[config.mk]
export PLATFORM = sky130hd
export DESIGN_NAME = dtp_timer
export DESIGN_NICKNAME = d
export VERILOG_FILES = /design/src/include/dtp_pkg.sv /design/src/logic/dtp_timer.sv
export SDC_FILE = /design/constraint.sdc
export NUM_CORES = 1
export LEC_CHECK = 0
export BUFFER_PORTS_ARGS = -buffer_cell sky130_fd_sc_hd__buf_2
export CAP_MARGIN = 25
export CORE_AREA = 3 3 129 69
export CTS_BUF_LIST = sky130_fd_sc_hd__clkbuf_8 sky130_fd_sc_hd__clkbuf_16
export CTS_CLUSTER_DIAMETER = 60
export DETAILED_ROUTE_END_ITERATION = 8
export DIE_AREA = 0 0 132 72
export PLACE_DENSITY = 0.71
export SETUP_SLACK_MARGIN = 0.3
export SYNTH_ARGS = -nofsm -noshare
export SYNTH_HDL_FRONTEND = slang
export SYNTH_SLANG_ARGS = --single-unit
[constraint.sdc]
create_clock -name core_clk -period 2 [get_ports core_clk]
set_input_delay 0 -clock core_clk [delete_from_list [all_inputs] [get_ports core_clk]]
set_output_delay 0 -clock core_clk [all_outputs]
set_load 0.1 [all_outputs]
[src/include/dtp_pkg.sv]
// constants shared by the down timer, pwm, buzzer and carrier block
package dtp_pkg;
  // register indices; byte address is four times the index
  localparam logic [2:0] IDX_TIMER_COUNT_RELOAD = 3'h0;
  localparam logic [2:0] IDX_TIMER_CONTROL_ONE = 3'h1;
  localparam logic [2:0] IDX_TIMER_CONTROL_TWO = 3'h2;
  localparam logic [2:0] IDX_PWM_DUTY_COMPARE = 3'h3;
  localparam logic [2:0] IDX_PRESCALER_COUNT_VALUE = 3'h4;
  localparam logic [2:0] IDX_BUZZER_CONTROL = 3'h5;
  localparam logic [2:0] IDX_CARRIER_CONTROL = 3'h6;
  localparam int ADDR_W = 5;
  localparam int IDX_LSB = 2;

  // timer_control_one fields
  localparam int C1_TIMER_RUN = 0;
  localparam int C1_RELOAD_SELECT = 1;
  localparam int C1_ONE_SHOT_SELECT = 2;
  localparam int C1_HIGH_FREQ_CLOCK_SELECT = 3;
  localparam int C1_PWM_ACTIVE_LOW = 6;
  localparam int C1_PWM_OUTPUT_ENABLE = 7;
  localparam logic [7:0] C1_MASK = 8'hCF;
  localparam logic [7:0] C1_RESET = 8'h00;

  // timer_control_two fields
  localparam int C2_RATE_LSB = 0;
  localparam int C2_PRESCALER_DISABLE_N = 3;
  localparam int C2_EXTERNAL_EDGE_SELECT = 4;
  localparam int C2_CLOCK_SOURCE_SELECT = 5;
  localparam logic [7:0] C2_MASK = 8'h3F;
  localparam logic [7:0] C2_RESET = 8'h3F;

  // buzzer_control fields
  localparam int BZ_CODE_LSB = 0;
  localparam int BZ_ENABLE = 7;
  localparam logic [7:0] BZ_MASK = 8'h8F;
  localparam logic [7:0] BZ_RESET = 8'h0F;

  // carrier_control fields
  localparam int IR_ENABLE = 0;
  localparam int IR_FREQUENCY_SELECT = 1;
  localparam int IR_POLARITY_SELECT = 2;
  localparam int IR_CRYSTAL_TYPE_SELECT = 7;
  localparam logic [7:0] IR_MASK = 8'h87;
  localparam logic [7:0] IR_RESET = 8'h00;

  // counter values
  localparam logic [7:0] TIMER_TOP = 8'hFF;
  localparam logic [7:0] TIMER_ZERO = 8'h00;
  localparam logic [7:0] PRESCALER_RESET = 8'hFF;
  localparam logic [7:0] DATA_RESET = 8'h00;

  // carrier division from the 4 MHz high oscillator tick
  localparam int HIRC_DIV_57K = 64;
  localparam int HIRC_DIV_38K = 96;
endpackage : dtp_pkg

[src/logic/dtp_timer.sv]
// 8-bit down timer with prescaler, pwm, buzzer and ir carrier behind an avalon-mm slave
//
// Local design decision: the Avalon-MM slave port.
`timescale 1ns/10ps
`default_nettype none
// How it works
// - reading the count register returns the live down counter value.
// - writing the count register loads both reload holding register and live counter.
// - run bit one counts down; zero halts the counter.
// - non-stop, reload select zero: underflow loads 0xFF and counting continues.
// - non-stop, reload select one: underflow loads stored reload value, continues.
// - one-shot: count down to 0x00, stop at underflow regardless of reload select.
// - high-frequency select picks high oscillator tick, else cpu clock tick.
// - clock source select picks external pin, else instruction clock.
// - edge select one counts falling pin edges, zero counts rising edges.
// - prescaler bypassed while its disable bit is one, used while zero.
// - prescaler rate code divides by two to the power code plus one.
// - prescaler count register reads live prescaler counter; writes ignored.
// - pwm inactive after start, active from duty match until underflow.
// - pwm period comes from reload value, duty from duty compare register.
// - pwm enable routes pwm to pin; polarity bit one makes active level low.
// - buzzer codes 0-7 give prescaler divided 1:2 to 1:256.
// - buzzer codes 8-15 give timer counter bit 0 to 7.
// - carrier enable bit turns the ir carrier output on or off.
// - carrier frequency bit one selects 57 kHz, zero 38 kHz.
// - polarity zero emits carrier on pin data 1, one emits on 0.
// - crystal type picks 3.58 MHz or 455 kHz division with external crystal only.
// - internal high oscillator: 4 MHz divided by 64 or 96.
module dtp_timer
  import dtp_pkg::*;
#(
  parameter int CNT_W = 8,
  parameter int XTAL358_DIV_57K = 62,
  parameter int XTAL358_DIV_38K = 94,
  parameter int XTAL455_DIV_57K = 8,
  parameter int XTAL455_DIV_38K = 12
)
(
  // clock and reset
  input wire logic core_clk,
  input wire logic sys_rst,
  // avalon-mm slave
  input wire logic [ADDR_W-1:0] avs_address,
  input wire logic avs_read,
  input wire logic avs_write,
  input wire logic [7:0] avs_writedata,
  output logic [7:0] avs_readdata,
  output logic avs_waitrequest,
  // clock event ticks, one cycle each, and the external crystal level
  input wire logic instr_tick,
  input wire logic cpu_tick,
  input wire logic hosc_tick,
  input wire logic external_crystal,
  // pins
  input wire logic external_clock_pin,
  input wire logic ir_pin_data,
  output logic pwm_out,
  output logic pwm_pin_select,
  output logic buzzer_out,
  output logic carrier_out
);

  localparam int HALF_W = 8;
  localparam int DIV_MAX = 2 * (2 ** HALF_W) - 1;

  // parameter values that the logic cannot serve are refused at elaboration
  if (CNT_W != 8)
  begin : g_width_check
    $error("dtp_timer supports only an 8-bit counter");
  end
  if (XTAL358_DIV_57K < 2 || XTAL358_DIV_38K < 2 || XTAL455_DIV_57K < 2 || XTAL455_DIV_38K < 2)
  begin : g_div_low_check
    $error("dtp_timer carrier divisors must be at least two");
  end
  if (XTAL358_DIV_57K > DIV_MAX || XTAL358_DIV_38K > DIV_MAX
      || XTAL455_DIV_57K > DIV_MAX || XTAL455_DIV_38K > DIV_MAX)
  begin : g_div_high_check
    $error("dtp_timer carrier divisors must fit the half-period counter");
  end

  localparam logic [HALF_W-1:0] HALF_H57 = HALF_W'(HIRC_DIV_57K / 2);
  localparam logic [HALF_W-1:0] HALF_H38 = HALF_W'(HIRC_DIV_38K / 2);
  localparam logic [HALF_W-1:0] HALF_X357 = HALF_W'(XTAL358_DIV_57K / 2);
  localparam logic [HALF_W-1:0] HALF_X338 = HALF_W'(XTAL358_DIV_38K / 2);
  localparam logic [HALF_W-1:0] HALF_X457 = HALF_W'(XTAL455_DIV_57K / 2);
  localparam logic [HALF_W-1:0] HALF_X438 = HALF_W'(XTAL455_DIV_38K / 2);

  // registers
  logic [7:0] timer_count;
  logic [7:0] reload_value;
  logic [7:0] timer_control_one;
  logic [7:0] timer_control_two;
  logic [7:0] pwm_duty_compare;
  logic [7:0] prescaler_count;
  logic [7:0] buzzer_control;
  logic [7:0] carrier_control;
  logic one_shot_done;
  logic pwm_active;
  logic ext_pin_q;
  logic [HALF_W-1:0] carrier_count;
  logic carrier_wave;

  // bus decode
  logic [2:0] bus_index;
  logic bus_write_taken;
  logic write_count;

  assign bus_index = avs_address[IDX_LSB+2:IDX_LSB];
  assign bus_write_taken = avs_write && !avs_waitrequest;
  assign write_count = bus_write_taken && bus_index == IDX_TIMER_COUNT_RELOAD;

  function automatic logic wr_hit(input logic [2:0] idx);
    wr_hit = bus_write_taken && bus_index == idx;
  endfunction

  // control fields
  logic timer_run;
  logic reload_select;
  logic one_shot_select;
  logic high_freq_clock_select;
  logic pwm_active_low;
  logic pwm_output_enable;
  logic [2:0] prescaler_rate_field;
  logic prescaler_disable_n;
  logic external_edge_select;
  logic clock_source_select;
  logic [3:0] buzzer_frequency_code;
  logic buzzer_enable;
  logic carrier_enable;
  logic carrier_frequency_select;
  logic carrier_polarity_select;
  logic crystal_type_select;

  assign timer_run = timer_control_one[C1_TIMER_RUN];
  assign reload_select = timer_control_one[C1_RELOAD_SELECT];
  assign one_shot_select = timer_control_one[C1_ONE_SHOT_SELECT];
  assign high_freq_clock_select = timer_control_one[C1_HIGH_FREQ_CLOCK_SELECT];
  assign pwm_active_low = timer_control_one[C1_PWM_ACTIVE_LOW];
  assign pwm_output_enable = timer_control_one[C1_PWM_OUTPUT_ENABLE];
  assign prescaler_rate_field = timer_control_two[C2_RATE_LSB +: 3];
  assign prescaler_disable_n = timer_control_two[C2_PRESCALER_DISABLE_N];
  assign external_edge_select = timer_control_two[C2_EXTERNAL_EDGE_SELECT];
  assign clock_source_select = timer_control_two[C2_CLOCK_SOURCE_SELECT];
  assign buzzer_frequency_code = buzzer_control[BZ_CODE_LSB +: 4];
  assign buzzer_enable = buzzer_control[BZ_ENABLE];
  assign carrier_enable = carrier_control[IR_ENABLE];
  assign carrier_frequency_select = carrier_control[IR_FREQUENCY_SELECT];
  assign carrier_polarity_select = carrier_control[IR_POLARITY_SELECT];
  assign crystal_type_select = carrier_control[IR_CRYSTAL_TYPE_SELECT];

  // avalon handshake: one wait cycle, then a single ready cycle
  always_ff @(posedge core_clk or posedge sys_rst)
  begin
    if (sys_rst)
      avs_waitrequest <= 1'b1;
    else if (avs_waitrequest && (avs_read || avs_write))
      avs_waitrequest <= 1'b0;
    else
      avs_waitrequest <= 1'b1;
  end

  // read data, captured in the wait cycle; write-only and unmapped read zero
  always_ff @(posedge core_clk or posedge sys_rst)
  begin
    if (sys_rst)
      avs_readdata <= DATA_RESET;
    else if (avs_read && avs_waitrequest)
    begin
      case (bus_index)
        IDX_TIMER_COUNT_RELOAD: avs_readdata <= timer_count;
        IDX_TIMER_CONTROL_ONE: avs_readdata <= timer_control_one;
        IDX_TIMER_CONTROL_TWO: avs_readdata <= timer_control_two;
        IDX_PRESCALER_COUNT_VALUE: avs_readdata <= prescaler_count;
        default: avs_readdata <= DATA_RESET;
      endcase
    end
  end

  // software-written registers
  always_ff @(posedge core_clk or posedge sys_rst)
  begin
    if (sys_rst)
    begin
      timer_control_one <= C1_RESET;
      timer_control_two <= C2_RESET;
      pwm_duty_compare <= DATA_RESET;
      buzzer_control <= BZ_RESET;
      carrier_control <= IR_RESET;
      reload_value <= DATA_RESET;
    end
    else
    begin
      if (wr_hit(IDX_TIMER_COUNT_RELOAD))
        reload_value <= avs_writedata;
      if (wr_hit(IDX_TIMER_CONTROL_ONE))
        timer_control_one <= avs_writedata & C1_MASK;
      if (wr_hit(IDX_TIMER_CONTROL_TWO))
        timer_control_two <= avs_writedata & C2_MASK;
      if (wr_hit(IDX_PWM_DUTY_COMPARE))
        pwm_duty_compare <= avs_writedata;
      if (wr_hit(IDX_BUZZER_CONTROL))
        buzzer_control <= avs_writedata & BZ_MASK;
      if (wr_hit(IDX_CARRIER_CONTROL))
        carrier_control <= avs_writedata & IR_MASK;
    end
  end

  // clock source selection
  logic ext_rise;
  logic ext_fall;
  logic ext_event;
  logic int_event;
  logic source_event;

  always_ff @(posedge core_clk or posedge sys_rst)
  begin
    if (sys_rst)
      ext_pin_q <= 1'b0;
    else
      ext_pin_q <= external_clock_pin;
  end

  assign ext_rise = external_clock_pin && !ext_pin_q;
  assign ext_fall = !external_clock_pin && ext_pin_q;
  assign ext_event = external_edge_select ? ext_fall : ext_rise;
  assign int_event = high_freq_clock_select ? hosc_tick : cpu_tick;
  // the internal choice is gated by the instruction clock tick when the pin is not used
  assign source_event = clock_source_select ? ext_event
                                            : (instr_tick && int_event);

  // prescaler: free down counter, one output pulse per 2^(code+1) events
  logic [7:0] rate_mask;
  logic prescale_pulse;
  logic count_event;

  // ones in the low code+1 bits: masked value is zero once per 2^(code+1) events
  assign rate_mask = 8'((9'h002 << prescaler_rate_field) - 9'h001);
  assign prescale_pulse = source_event && ((prescaler_count & rate_mask) == TIMER_ZERO);
  assign count_event = prescaler_disable_n ? source_event : prescale_pulse;

  always_ff @(posedge core_clk or posedge sys_rst)
  begin
    if (sys_rst)
      prescaler_count <= PRESCALER_RESET;
    else if (source_event)
      prescaler_count <= prescaler_count - 8'h01;
  end

  // down counter
  logic underflow;
  logic counting;

  assign counting = timer_run && !one_shot_done && count_event;
  // underflow is a count event seen while the counter already holds zero
  assign underflow = counting && timer_count == TIMER_ZERO;

  always_ff @(posedge core_clk or posedge sys_rst)
  begin
    if (sys_rst)
      timer_count <= DATA_RESET;
    else if (write_count)
      timer_count <= avs_writedata;
    else if (underflow)
    begin
      if (one_shot_select)
        timer_count <= TIMER_ZERO;
      else if (reload_select)
        timer_count <= reload_value;
      else
        timer_count <= TIMER_TOP;
    end
    else if (counting)
      timer_count <= timer_count - 8'h01;
  end

  // one-shot stop flag, cleared by a new count or a restart
  // a stop in the same cycle as a restart wins
  always_ff @(posedge core_clk or posedge sys_rst)
  begin
    if (sys_rst)
      one_shot_done <= 1'b0;
    else if (underflow && one_shot_select)
      one_shot_done <= 1'b1;
    else if (write_count || !timer_run)
      one_shot_done <= 1'b0;
  end

  // pwm: active from duty match until underflow
  always_ff @(posedge core_clk or posedge sys_rst)
  begin
    if (sys_rst)
      pwm_active <= 1'b0;
    else if (!timer_run || underflow || write_count)
      pwm_active <= 1'b0;
    else if (timer_count == pwm_duty_compare)
      pwm_active <= 1'b1;
  end

  // pin-side copies, registered so every output leaves a flip-flop
  always_ff @(posedge core_clk or posedge sys_rst)
  begin
    if (sys_rst)
    begin
      pwm_out <= 1'b0;
      pwm_pin_select <= 1'b0;
    end
    else
    begin
      pwm_out <= pwm_active ^ pwm_active_low;
      pwm_pin_select <= pwm_output_enable;
    end
  end

  // buzzer: prescaler bit for low codes, timer bit for high codes
  always_ff @(posedge core_clk or posedge sys_rst)
  begin
    if (sys_rst)
      buzzer_out <= 1'b0;
    else if (!buzzer_enable)
      buzzer_out <= 1'b0;
    else if (buzzer_frequency_code[3])
      buzzer_out <= timer_count[buzzer_frequency_code[2:0]];
    else
      buzzer_out <= !prescaler_count[buzzer_frequency_code[2:0]];
  end

  // ir carrier: half-period counter on the high oscillator tick
  logic [HALF_W-1:0] carrier_half;

  always_comb
  begin
    if (!external_crystal)
      carrier_half = carrier_frequency_select ? HALF_H57 : HALF_H38;
    else if (crystal_type_select)
      carrier_half = carrier_frequency_select ? HALF_X357 : HALF_X338;
    else
      carrier_half = carrier_frequency_select ? HALF_X457 : HALF_X438;
  end

  always_ff @(posedge core_clk or posedge sys_rst)
  begin
    if (sys_rst)
    begin
      carrier_count <= '0;
      carrier_wave <= 1'b0;
    end
    else if (!carrier_enable)
    begin
      carrier_count <= '0;
      carrier_wave <= 1'b0;
    end
    else if (hosc_tick)
    begin
      if (carrier_count >= carrier_half - HALF_W'(1))
      begin
        carrier_count <= '0;
        carrier_wave <= !carrier_wave;
      end
      else
        carrier_count <= carrier_count + HALF_W'(1);
    end
  end

  // gated by pin data; polarity select inverts which level emits
  always_ff @(posedge core_clk or posedge sys_rst)
  begin
    if (sys_rst)
      carrier_out <= 1'b0;
    else
      carrier_out <= carrier_enable && carrier_wave
                     && (ir_pin_data ^ carrier_polarity_select);
  end

endmodule // dtp_timer
`default_nettype wire

* Yosys cells after proc, flatten, opt, wreduce, memory -nomap -nowiden
Cells that the tools add are included.
** Operators by class
- Shifts and indexed selects :: 1
- $add $sub $neg :: 5
- Equal/unequal tests :: 9
- Reductions and logical operators :: 37
- Multiplexer cells :: 32
- Bitwise gates (word level) :: 3
- Magnitude comparators :: 2
** Operator list (number)
- 8-bit two-way mux :: 8
- 8-bit one-hot mux with 4 select lines :: 1
- 8-bit by 1-bit subtractor with 8-bit output, second input constant :: 4
- 1-bit logical AND :: 19
- 6-bit two-way mux :: 3
- 8-bit zero test :: 2
- 1-bit two-way mux :: 16
- 3-bit == test, second input constant :: 3
- 8-bit by 1-bit adder with 8-bit output, second input constant :: 1
- 8-bit AND :: 1
- 8-bit == test :: 1
- 8-bit greater-or-equal comparator :: 1
- 2-bit by 3-bit << shifter with 8-bit output, first input constant :: 1
- 1-bit zero test :: 7
- 1-bit binary-select mux with 3-bit select :: 2
- 3-bit by 2-bit == test with 1-bit output, second input constant :: 2
- 5-bit two-way mux :: 1
- 1-bit logical OR :: 4
- 3-bit by 4-bit less-than comparator with 1-bit output, second input constant :: 1
- 2-bit nonzero test :: 2
- 3-bit by 1-bit == test with 1-bit output, second input constant :: 1
- 3-bit zero test :: 1
- 3-bit nonzero test :: 1
- 2-bit two-way mux :: 1
- other kinds (4) :: 5
** Storage, ports and cells
- Input port bits :: 23
- Output and inout bits :: 13
- Word-level logic and storage cells :: 108
- Register bits after elaboration :: 78

* Logic depth before layout (Yosys ltp)
Gate-level depths: netlist of the first run.
- Word-level depth :: 11
- Mapped depth :: 10
- Depth with buffers taken out :: 10

* Least setup slack after synthesis of the first run
No wires, ideal clock.
- Path type :: register to register
- Start point :: register carrier_control[1]
- End point :: register carrier_count[1]
- Path buffers :: 0
- Setup slack :: -176 ps
- Setup time :: 119 ps
- Period minus slack after synthesis :: 2176 ps
- Stages on the path, launching flop included :: 11
- Required time :: 1881 ps
- Arrival :: 2057 ps
- Path through :: dfrtp_1 -> inv_1 -> o21ai_0 -> ha_1 -> xnor2_1 -> ha_1 -> nor2_1 -> or3_1 -> a31oi_1 -> o22ai_1 -> and2_1
** Between the ends
- Longest elaborated chain between the ends :: 8
- Elaborated cells on any way between the ends :: 10
- Those cells by class :: 1 x add/sub; 1 x order compare; 8 x mux
** RTL lines
- from (decl) :: RTL line dtp_timer.sv:96 : logic [7:0] carrier_control;
- from (signal assigned) :: RTL line dtp_timer.sv:204 : carrier_control <= avs_writedata & IR_MASK;
- 2-bit two-way mux / 6-bit two-way mux (equally long branches) :: RTL line dtp_timer.sv:337, dtp_timer.sv:335
- 6-bit two-way mux :: RTL line dtp_timer.sv:334 : else if (crystal_type_select)
- 6-bit two-way mux (*) :: RTL line dtp_timer.sv:332 : if (!external_crystal)
- 8-bit by 1-bit subtractor with 8-bit output (*) :: RTL line dtp_timer.sv:354 : if (carrier_count >= carrier_half - HALF_W'(1))
- 8-bit greater-or-equal comparator (*) :: RTL line dtp_timer.sv:354
- 8-bit two-way mux (*) :: RTL line dtp_timer.sv:354
- 8-bit two-way mux (*) :: RTL line dtp_timer.sv:352 : else if (hosc_tick)
- 8-bit two-way mux (*) :: RTL line dtp_timer.sv:347 : else if (!carrier_enable)
- to (signal assigned) :: RTL line dtp_timer.sv:360 : carrier_count <= carrier_count + HALF_W'(1);
- to (decl) :: RTL line dtp_timer.sv:100 : logic [HALF_W-1:0] carrier_count;
Mark *: on every way between the ends. The rest lies on a longest branch, timed or not. The select of a mux whose other input is x is not followed.
A chain may end at the register's enable or synchronous reset.

* Worst setup path in the final report of the first run
- Start point :: register carrier_control[1]
- End point :: register carrier_wave
** Between the ends
- Longest elaborated chain between the ends :: 7
- Elaborated cells on any way between the ends :: 9
- Those cells by class :: 1 x add/sub; 1 x order compare; 1 x eq/ne; 5 x mux; 1 x reduce/logical
** RTL lines
- 2-bit two-way mux / 6-bit two-way mux (equally long branches) :: RTL line dtp_timer.sv:337, dtp_timer.sv:335
- 6-bit two-way mux :: RTL line dtp_timer.sv:334
- 6-bit two-way mux (*) :: RTL line dtp_timer.sv:332
- 8-bit by 1-bit subtractor with 8-bit output (*) :: RTL line dtp_timer.sv:354
- 8-bit greater-or-equal comparator (*) :: RTL line dtp_timer.sv:354
- 2-bit by 1-bit inequality test with 1-bit output (no source line) (*)
- 2-bit AND reduction (no source line) (*)
- to (signal assigned) :: RTL line dtp_timer.sv:357 : carrier_wave <= !carrier_wave;
- to (decl) :: RTL line dtp_timer.sv:101 : logic carrier_wave;
Mark *: on every way between the ends. The rest lies on a longest branch, timed or not.

==> flow_summary_export.csv, run 1 <==
group,metric,value,unit
clock_network,tritoncts,"yes",
clock_network,numCtsBuffers,9,
synth,ys.flop_type,"dfrtp_1",
critical_path,cp_cell_sequence,"inv_2 > o21ai_2 > ha_4 > xnor2_1 > ha_1 > nor2_1 > or3_4 > a311o_1 > xor2_1 > nor2_1",
pwr,p_per_area,1330,nW/µm²
timing,slew_headroom,0.6497,
die,die-width,132,µm
timing,final.setup.tns,-0.5854,ns
detailed_routing,vias_per_cell,5.442,
die,dieArea,9504,µm²
die,io_pins,36,
detailed_routing,routed_wl,9.975,mm
flow_run,cap_violations,0,
outcome,violations,"setup timing",
synth,synthSimpleGateAreaFrac,0.1440,
layout,finish.utilization,0.6730,
synth,synth_edf_count,0,
grt,antenna_found_initial,0,
clock_network,clk_latency,0.34,ns
layout,nFillCells,610,
synth,async_reset_ff_frac,1.000,
synth,synth-xor-area-share,0.04819,
synth,synth.distinct_cells,54,
timing,setup_viol,8,
pwr,pwr-share-clk,0.243,
clock_network,clock_path_buffers,2,
die,initial_core_util,0.5321,
detailed_routing,vias,3238,
critical_path,worst-setup-path-type,"register to register",
placed_design,place_congestion,0.8611,
layout,seq_area,1979,µm²
pwr,p_sw_frac,0.3754,
synth,synth_fa_ha_area_frac,0.03592,
timing,fin_skew,0.009016,ns
pwr,peakVddDrop,0.0005937,V
grt,grt_usage,0.2188,
die,die_h,72,µm
clock_network,clock-sinks,78,
timing,rsz0062_at_grt,"true",
critical_path,crit_top_cell,"nor2_1",
grt,grt_first_pass_wirelength,16.25,mm
timing,max_freq,469.4,MHz
synth,yosys_warnings,0,
synth,synthCells,409,
critical_path,critPathLaunchType,"register",
grt,gr-total-overflow,0,
timing,fin_crit_sh,1.065,
critical_path,max_stage_delay,0.39,ns
pwr,p_int,4393,µW
critical_path,cp_max_fo,3,
layout,n_antenna_cell,0,
die,core,7856,µm²
timing,worst_pin_slew,0.5255,ns
layout,final_layout_size_suffix_gt1_frac,0.3582,
die,placementRows,23,
placed_design,dpl.hpwl,6.672,mm
synth,synth.yosys.seq_area_share,0.4726,
timing,slew_viol_final,0,
detailed_routing,drtIter0Drc,219,
clock_network,root_buffer,"clkbuf_16",
critical_path,critical_path_required,2.23,ns
placed_design,dp.cells,560,
layout,multiInputGateArea,2233,µm²
detailed_routing,first_pass_iters,4,
detailed_routing,drc,0,
timing,hold_slack,0.009100,ns
timing,setup_ws,-0.1303,ns
clock_network,h-tree-depth,3,
critical_path,slowest_stage,"dfrtp_1",
grt,grt_max_degree,79,
synth,synth_area_per_cell,10.22,µm²
pwr,combinationalPowerShare,0.388,
synth,synth_area,4180,µm²
placed_design,port_buffers,33,
min_path,hp-class,"input port to register",
layout,finalNetCount,513,
synth,synth_top_family_by_area,"simple AND/OR/NAND/NOR gates",
synth,synthMuxAreaShare,0.1347,
pwr,switchingPower,2640,µW
pwr,total_power,7033,µW
grt,grt_pass1_vias,3244,
layout,instances_no_fill,595,
layout,area_growth,26.49,%
synth,ys_seq_elements,78,
synth,synth_compound_gate_area_share,0.1233,
outcome,status,"complete, but fails checks",
clock_network,clk_pin_slew,0.06,ns
detailed_routing,wire_per_inst,16.76,µm
detailed_routing,postRouteAntennaNets,0,
critical_path,crit_arrival,2.36,ns
pwr,seq_power_share,0.370,
timing,hold_viol,0,
timing,min_period,2.130,ns
pwr,leakage,0.002372,µW
critical_path,crit_path_end_kind,"register",
[flip-flops by register name, indices dropped and copies added (netlist names), 4 cells and up]
| signal | flops |
|---|---|
| avs_readdata | 8 |
| carrier_count | 8 |
| prescaler_count | 8 |
| pwm_duty_compare | 8 |
| reload_value | 8 |
| timer_count | 8 |
| timer_control_one | 6 |
| timer_control_two | 6 |
| buzzer_control | 5 |
| carrier_control | 4 |
[layout by cell type, fill, tap and decap left out, types with 9 or more instances in the layout]
cell type / n
dfrtp_1: 59
nand2_1: 42
buf_2: 33
mux2_2: 28
buf_4: 27
nor2_1: 25
a21oi_1: 21
inv_1: 20
o21ai_0: 20
dfstp_2: 18
xor2_1: 15
mux2i_1: 12
dlygate4sd3_1: 11
o21ai_1: 10
ha_1: 10
clkbuf_16: 9
[worst max-delay path: cells and delay by family (launching register included)]
kind,cells,cell delay [ns]
buffers and inverters,1,0.08
xor gates and xnor gates,2,0.26
DFF,1,0.39
AOI/OAI and AO/OA,2,0.39
adders and majority gates,2,0.43
and+or+nand+nor,3,0.46
[per-layer routing]
layer,global-route usage,vias to the layer above,wire (µm)
met2,0.3751,60,4888
met1,0.2798,1597,4615
li1,-,1572,-
met3,0.05540,9,354
met4,0.06636,0,116
met5,0,-,0
[synth_stat cells, types with 5 or more instances]
cell      number  area [µm²]
nand2_1       47       176.4
nor2_1        28       105.1
a21oi_1       24       120.1
clkbuf_1       8       30.03
mux2_2        29       326.6
xnor2_1        8       70.07
xor2_1        15       131.4
nand3_1        6       30.03
and2_1         5       31.28
nor3_1         5       25.02
inv_1         22       82.58
dfstp_2       19       499.2
ha_1          12       150.1
o21ai_0       32       160.2
buf_2          6       30.03
or3_1          5       31.28
mux2i_1       12       120.1
nor2b_1        5       31.28
dfrtp_1       59        1476
[final timing paths]
path	from	endpoint	slack (ns)	cells after the start
worst max register to register	carrier_control[1]	carrier_wave	-0.13	10
max in group asynchronous	sys_rst	timer_control_two[1]	1.32	4
worst min register to register	timer_control_one[7]	pwm_pin_select	0.43	0
worst min-delay path	avs_writedata[1]	carrier_control[1]	0.009	3
worst max-delay path	carrier_control[1]	carrier_wave	-0.13	10
min in group asynchronous	sys_rst	carrier_count[2]	0.31	4
[area by class of cell]
type                    instances  share of cell area
inverters                      22             0.01633
repair buffers                 75              0.1022
multi-input cells             292              0.4224
clock buffers                   9             0.04259
well taps                     112             0.02650
flip-flops and latches         78              0.3743
clock inverters                 7             0.01562
[power groups by stage]
stage	registers [µW]	clock network (µW)	logic, µW
5_1_grt	2660	1800	2960
3_5_place_dp	2570	0	2400
6_report	2600	1710	2730
2_1_floorplan	2860	0	1460
4_1_cts	2560	1730	2570
3_3_place_gp	2560	0	2350
[stage by stage]
step           worst slack [ns]  area, µm²
6_report                -0.1303       5288
5_1_grt                 -0.2388       5288
4_1_cts                 -0.1201       5157
3_5_place_dp            -0.1938       4638
3_3_place_gp            -0.1426       4638
2_1_floorplan          -0.08749       4229
[cell families after synthesis]
logic type	after synthesis
flip-flops	78
multiplexers	46
other	1
buffers and inverters	40
AND/OR/NAND/NOR	123
XOR/XNOR	23
adder cells (fa/ha/maj)	12
AO/OA/AOI/OAI	86
[timing repair]
item	CTS	global route
setup endpoints to repair	19	30
buffers inserted	5	3
hold endpoints to repair	80	0
pin swaps	10	14
gates cloned	0	0
hold buffers	11	0
gates resized for setup	21	28
Note: power is estimated with default switching activity, not from simulation.
==> run 2, diff against run 1 <==
--- a/config.mk
+++ b/config.mk
@@ -7,13 +7,14 @@
 export LEC_CHECK = 0
 export BUFFER_PORTS_ARGS = -buffer_cell sky130_fd_sc_hd__buf_2
 export CAP_MARGIN = 25
-export CORE_AREA = 3 3 129 69
+export CORE_AREA = 3 3 149 79
 export CTS_BUF_LIST = sky130_fd_sc_hd__clkbuf_8 sky130_fd_sc_hd__clkbuf_16
 export CTS_CLUSTER_DIAMETER = 60
 export DETAILED_ROUTE_END_ITERATION = 8
-export DIE_AREA = 0 0 132 72
-export PLACE_DENSITY = 0.71
+export DIE_AREA = 0 0 152 82
+export PLACE_DENSITY = 0.54
 export SETUP_SLACK_MARGIN = 0.3
+export SKIP_CTS_REPAIR_TIMING = 1
 export SYNTH_ARGS = -nofsm -noshare
 export SYNTH_HDL_FRONTEND = slang
 export SYNTH_SLANG_ARGS = --single-unit
==> flow_summary_export.csv, run 2 (synthesized netlist as in run 1, its figures left out) <==
group,metric,value,unit
outcome,status,"complete, but fails checks",
outcome,violations,"hold timing, setup timing",
critical_path,crit_path_end_kind,"register",
min_path,hold_end,"reload_value[7]",
layout,multiInputGateArea,2278,µm²
critical_path,worst-setup-path-type,"register to register",
flow_run,cap_violations,0,
pwr,switchingPower,2803,µW
layout,layout_common_cells,"dfrtp_1, nand2_1, buf_4, buf_2, mux2_2",
die,initial_core_util,0.3916,
critical_path,critPathLaunchType,"register",
min_path,hold_path_startpoint,"avs_writedata[7]",
clock_network,clk_pin_slew,0.06,ns
pwr,seq_power_share,0.368,
detailed_routing,vias,3333,
die,placementRows,27,
min_path,min_path_cells,3,
layout,final_common_cell,"dfrtp_1",
pwr,pwr-share-clk,0.209,
critical_path,max_stage_delay,0.39,ns
die,core,10680,µm²
critical_path,crit_arrival,2.38,ns
min_path,hp-class,"input port to register",
timing,slew_viol_final,0,
die,dieArea,12460,µm²
grt,grt_max_degree,79,
layout,nFillCells,994,
clock_network,clk_latency,0.34,ns
layout,finish.utilization,0.5032,
timing,fin_skew,0.006139,ns
timing,hold_viol,3,
grt,grt_usage,0.1876,
timing,fin_crit_sh,1.078,
critical_path,worstReg2RegStart,"carrier_control[1]",
grt,grt_first_pass_wirelength,17.77,mm
timing,hold_slack,-0.01366,ns
grt,antenna_found_initial,0,
critical_path,cp_max_fo,3,
clock_network,numCtsBuffers,9,
clock_network,clock_path_buffers,2,
pwr,p_per_area,1314,nW/µm²
layout,seq_area,1979,µm²
critical_path,critical_path_required,2.23,ns
detailed_routing,postRouteAntennaNets,0,
clock_network,h-tree-depth,3,
die,die_h,82,µm
critical_path,rrSetupSlack,-0.16,ns
critical_path,r2r-end,"carrier_wave",
detailed_routing,drc,0,
grt,gr-total-overflow,0,
critical_path,crit_top_cell,"nor2_1",
clock_network,root_buffer,"clkbuf_16",
detailed_routing,vias_per_cell,5.257,
detailed_routing,first_pass_iters,5,
timing,rsz0062_at_grt,"true",
layout,n_antenna_cell,0,
placed_design,place_congestion,0.8807,
pwr,p_int,4257,µW
critical_path,ff2ff_path_depth,10,
pwr,leakage,0.002420,µW
timing,min_period,2.156,ns
pwr,combinationalPowerShare,0.423,
critical_path,slowest_stage,"dfrtp_1",
placed_design,port_buffers,33,
grt,grt_pass1_vias,3144,
detailed_routing,wire_per_inst,17.94,µm
die,die-width,152,µm
detailed_routing,routed_wl,11.38,mm
clock_network,tritoncts,"yes",
pwr,total_power,7060,µW
timing,setup_viol,12,
layout,area_growth,28.49,%
pwr,peakVddDrop,0.0005932,V
detailed_routing,drtIter0Drc,261,
placed_design,dpl.hpwl,8.214,mm
timing,max_freq,463.8,MHz
layout,finalNetCount,519,
critical_path,cp_cell_sequence,"inv_2 > o21ai_2 > ha_4 > xnor2_2 > ha_1 > nor2_1 > or3_4 > a311o_1 > xor2_1 > nor2_1",
clock_network,clock-sinks,78,
pwr,p_sw_frac,0.3970,
die,io_pins,36,
timing,setup_ws,-0.1559,ns
layout,final_layout_size_suffix_gt1_frac,0.3845,
==> run 2: per-stage QoR <==
| stage | std cells | hold WS (ns) | setup TNS [ns] | setup slack [ns] | area (µm²) |
|---|---|---|---|---|---|
| 3_5_place_dp | 601 | 0.1311 | -1.639 | -0.2357 | 4727 |
| 5_1_grt | 634 | 0.0007606 | -2.194 | -0.2410 | 5371 |
| 4_1_cts | 617 | -0.2285 | -1.845 | -0.2598 | 4994 |
| 3_3_place_gp | 601 | 0.1287 | -1.066 | -0.1891 | 4727 |
| 6_report | 634 | -0.01366 | -1.030 | -0.1559 | 5371 |
| 2_1_floorplan | 410 | 0.03143 | -0.3904 | -0.08749 | 4229 |
==> run 2: cell type report <==
class | count | area share
Clock buffer | 9 | 0.04193
Inverter | 22 | 0.01607
Sequential cell | 78 | 0.3685
Clock inverter | 7 | 0.007687
Timing Repair Buffer | 81 | 0.1079
Tap cell | 145 | 0.03378
Multi-Input combinational cell | 292 | 0.4242
==> run 2: worst max-delay path: cells and delay by family, from the launching register on <==
family,cells,cell delay [ns]
xor+xnor,2,0.27
fa+ha+maj,2,0.43
buf+inv,1,0.07
simple gates,3,0.48
compound gates,2,0.40
flops,1,0.39
==> run 2: how the worst max path moves through the flow <==
stage | from | end | slack [ns] | depth (start not counted)
3_5_place_dp | carrier_control[1] | carrier_wave | -0.24 | 9
2_1_floorplan | carrier_control[1] | carrier_wave | -0.09 | 10
5_1_grt | carrier_control[7] | carrier_wave | -0.24 | 9
4_1_cts | carrier_control[1] | carrier_wave | -0.26 | 9
6_report | carrier_control[1] | carrier_wave | -0.16 | 10
3_3_place_gp | carrier_control[1] | carrier_wave | -0.19 | 10
==> run 2: metal layers <==
layer | global-route usage | up-vias | routed length (µm)
li1 | - | 1591 | -
met1 | 0.3033 | 1645 | 6194
met2 | 0.2381 | 88 | 4456
met3 | 0.05263 | 9 | 671
met4 | 0.04126 | 0 | 55
met5 | 0 | - | 0
==> run 2: power groups by stage <==
stage	Clock, µW	Sequential, µW	Combinational (µW)
final	1480	2590	2990
after global routing	1600	2660	3230
after CTS	1530	2560	2550
after detailed placement	0	2590	2540
after global placement	0	2570	2490
after floorplan	0	2860	1460
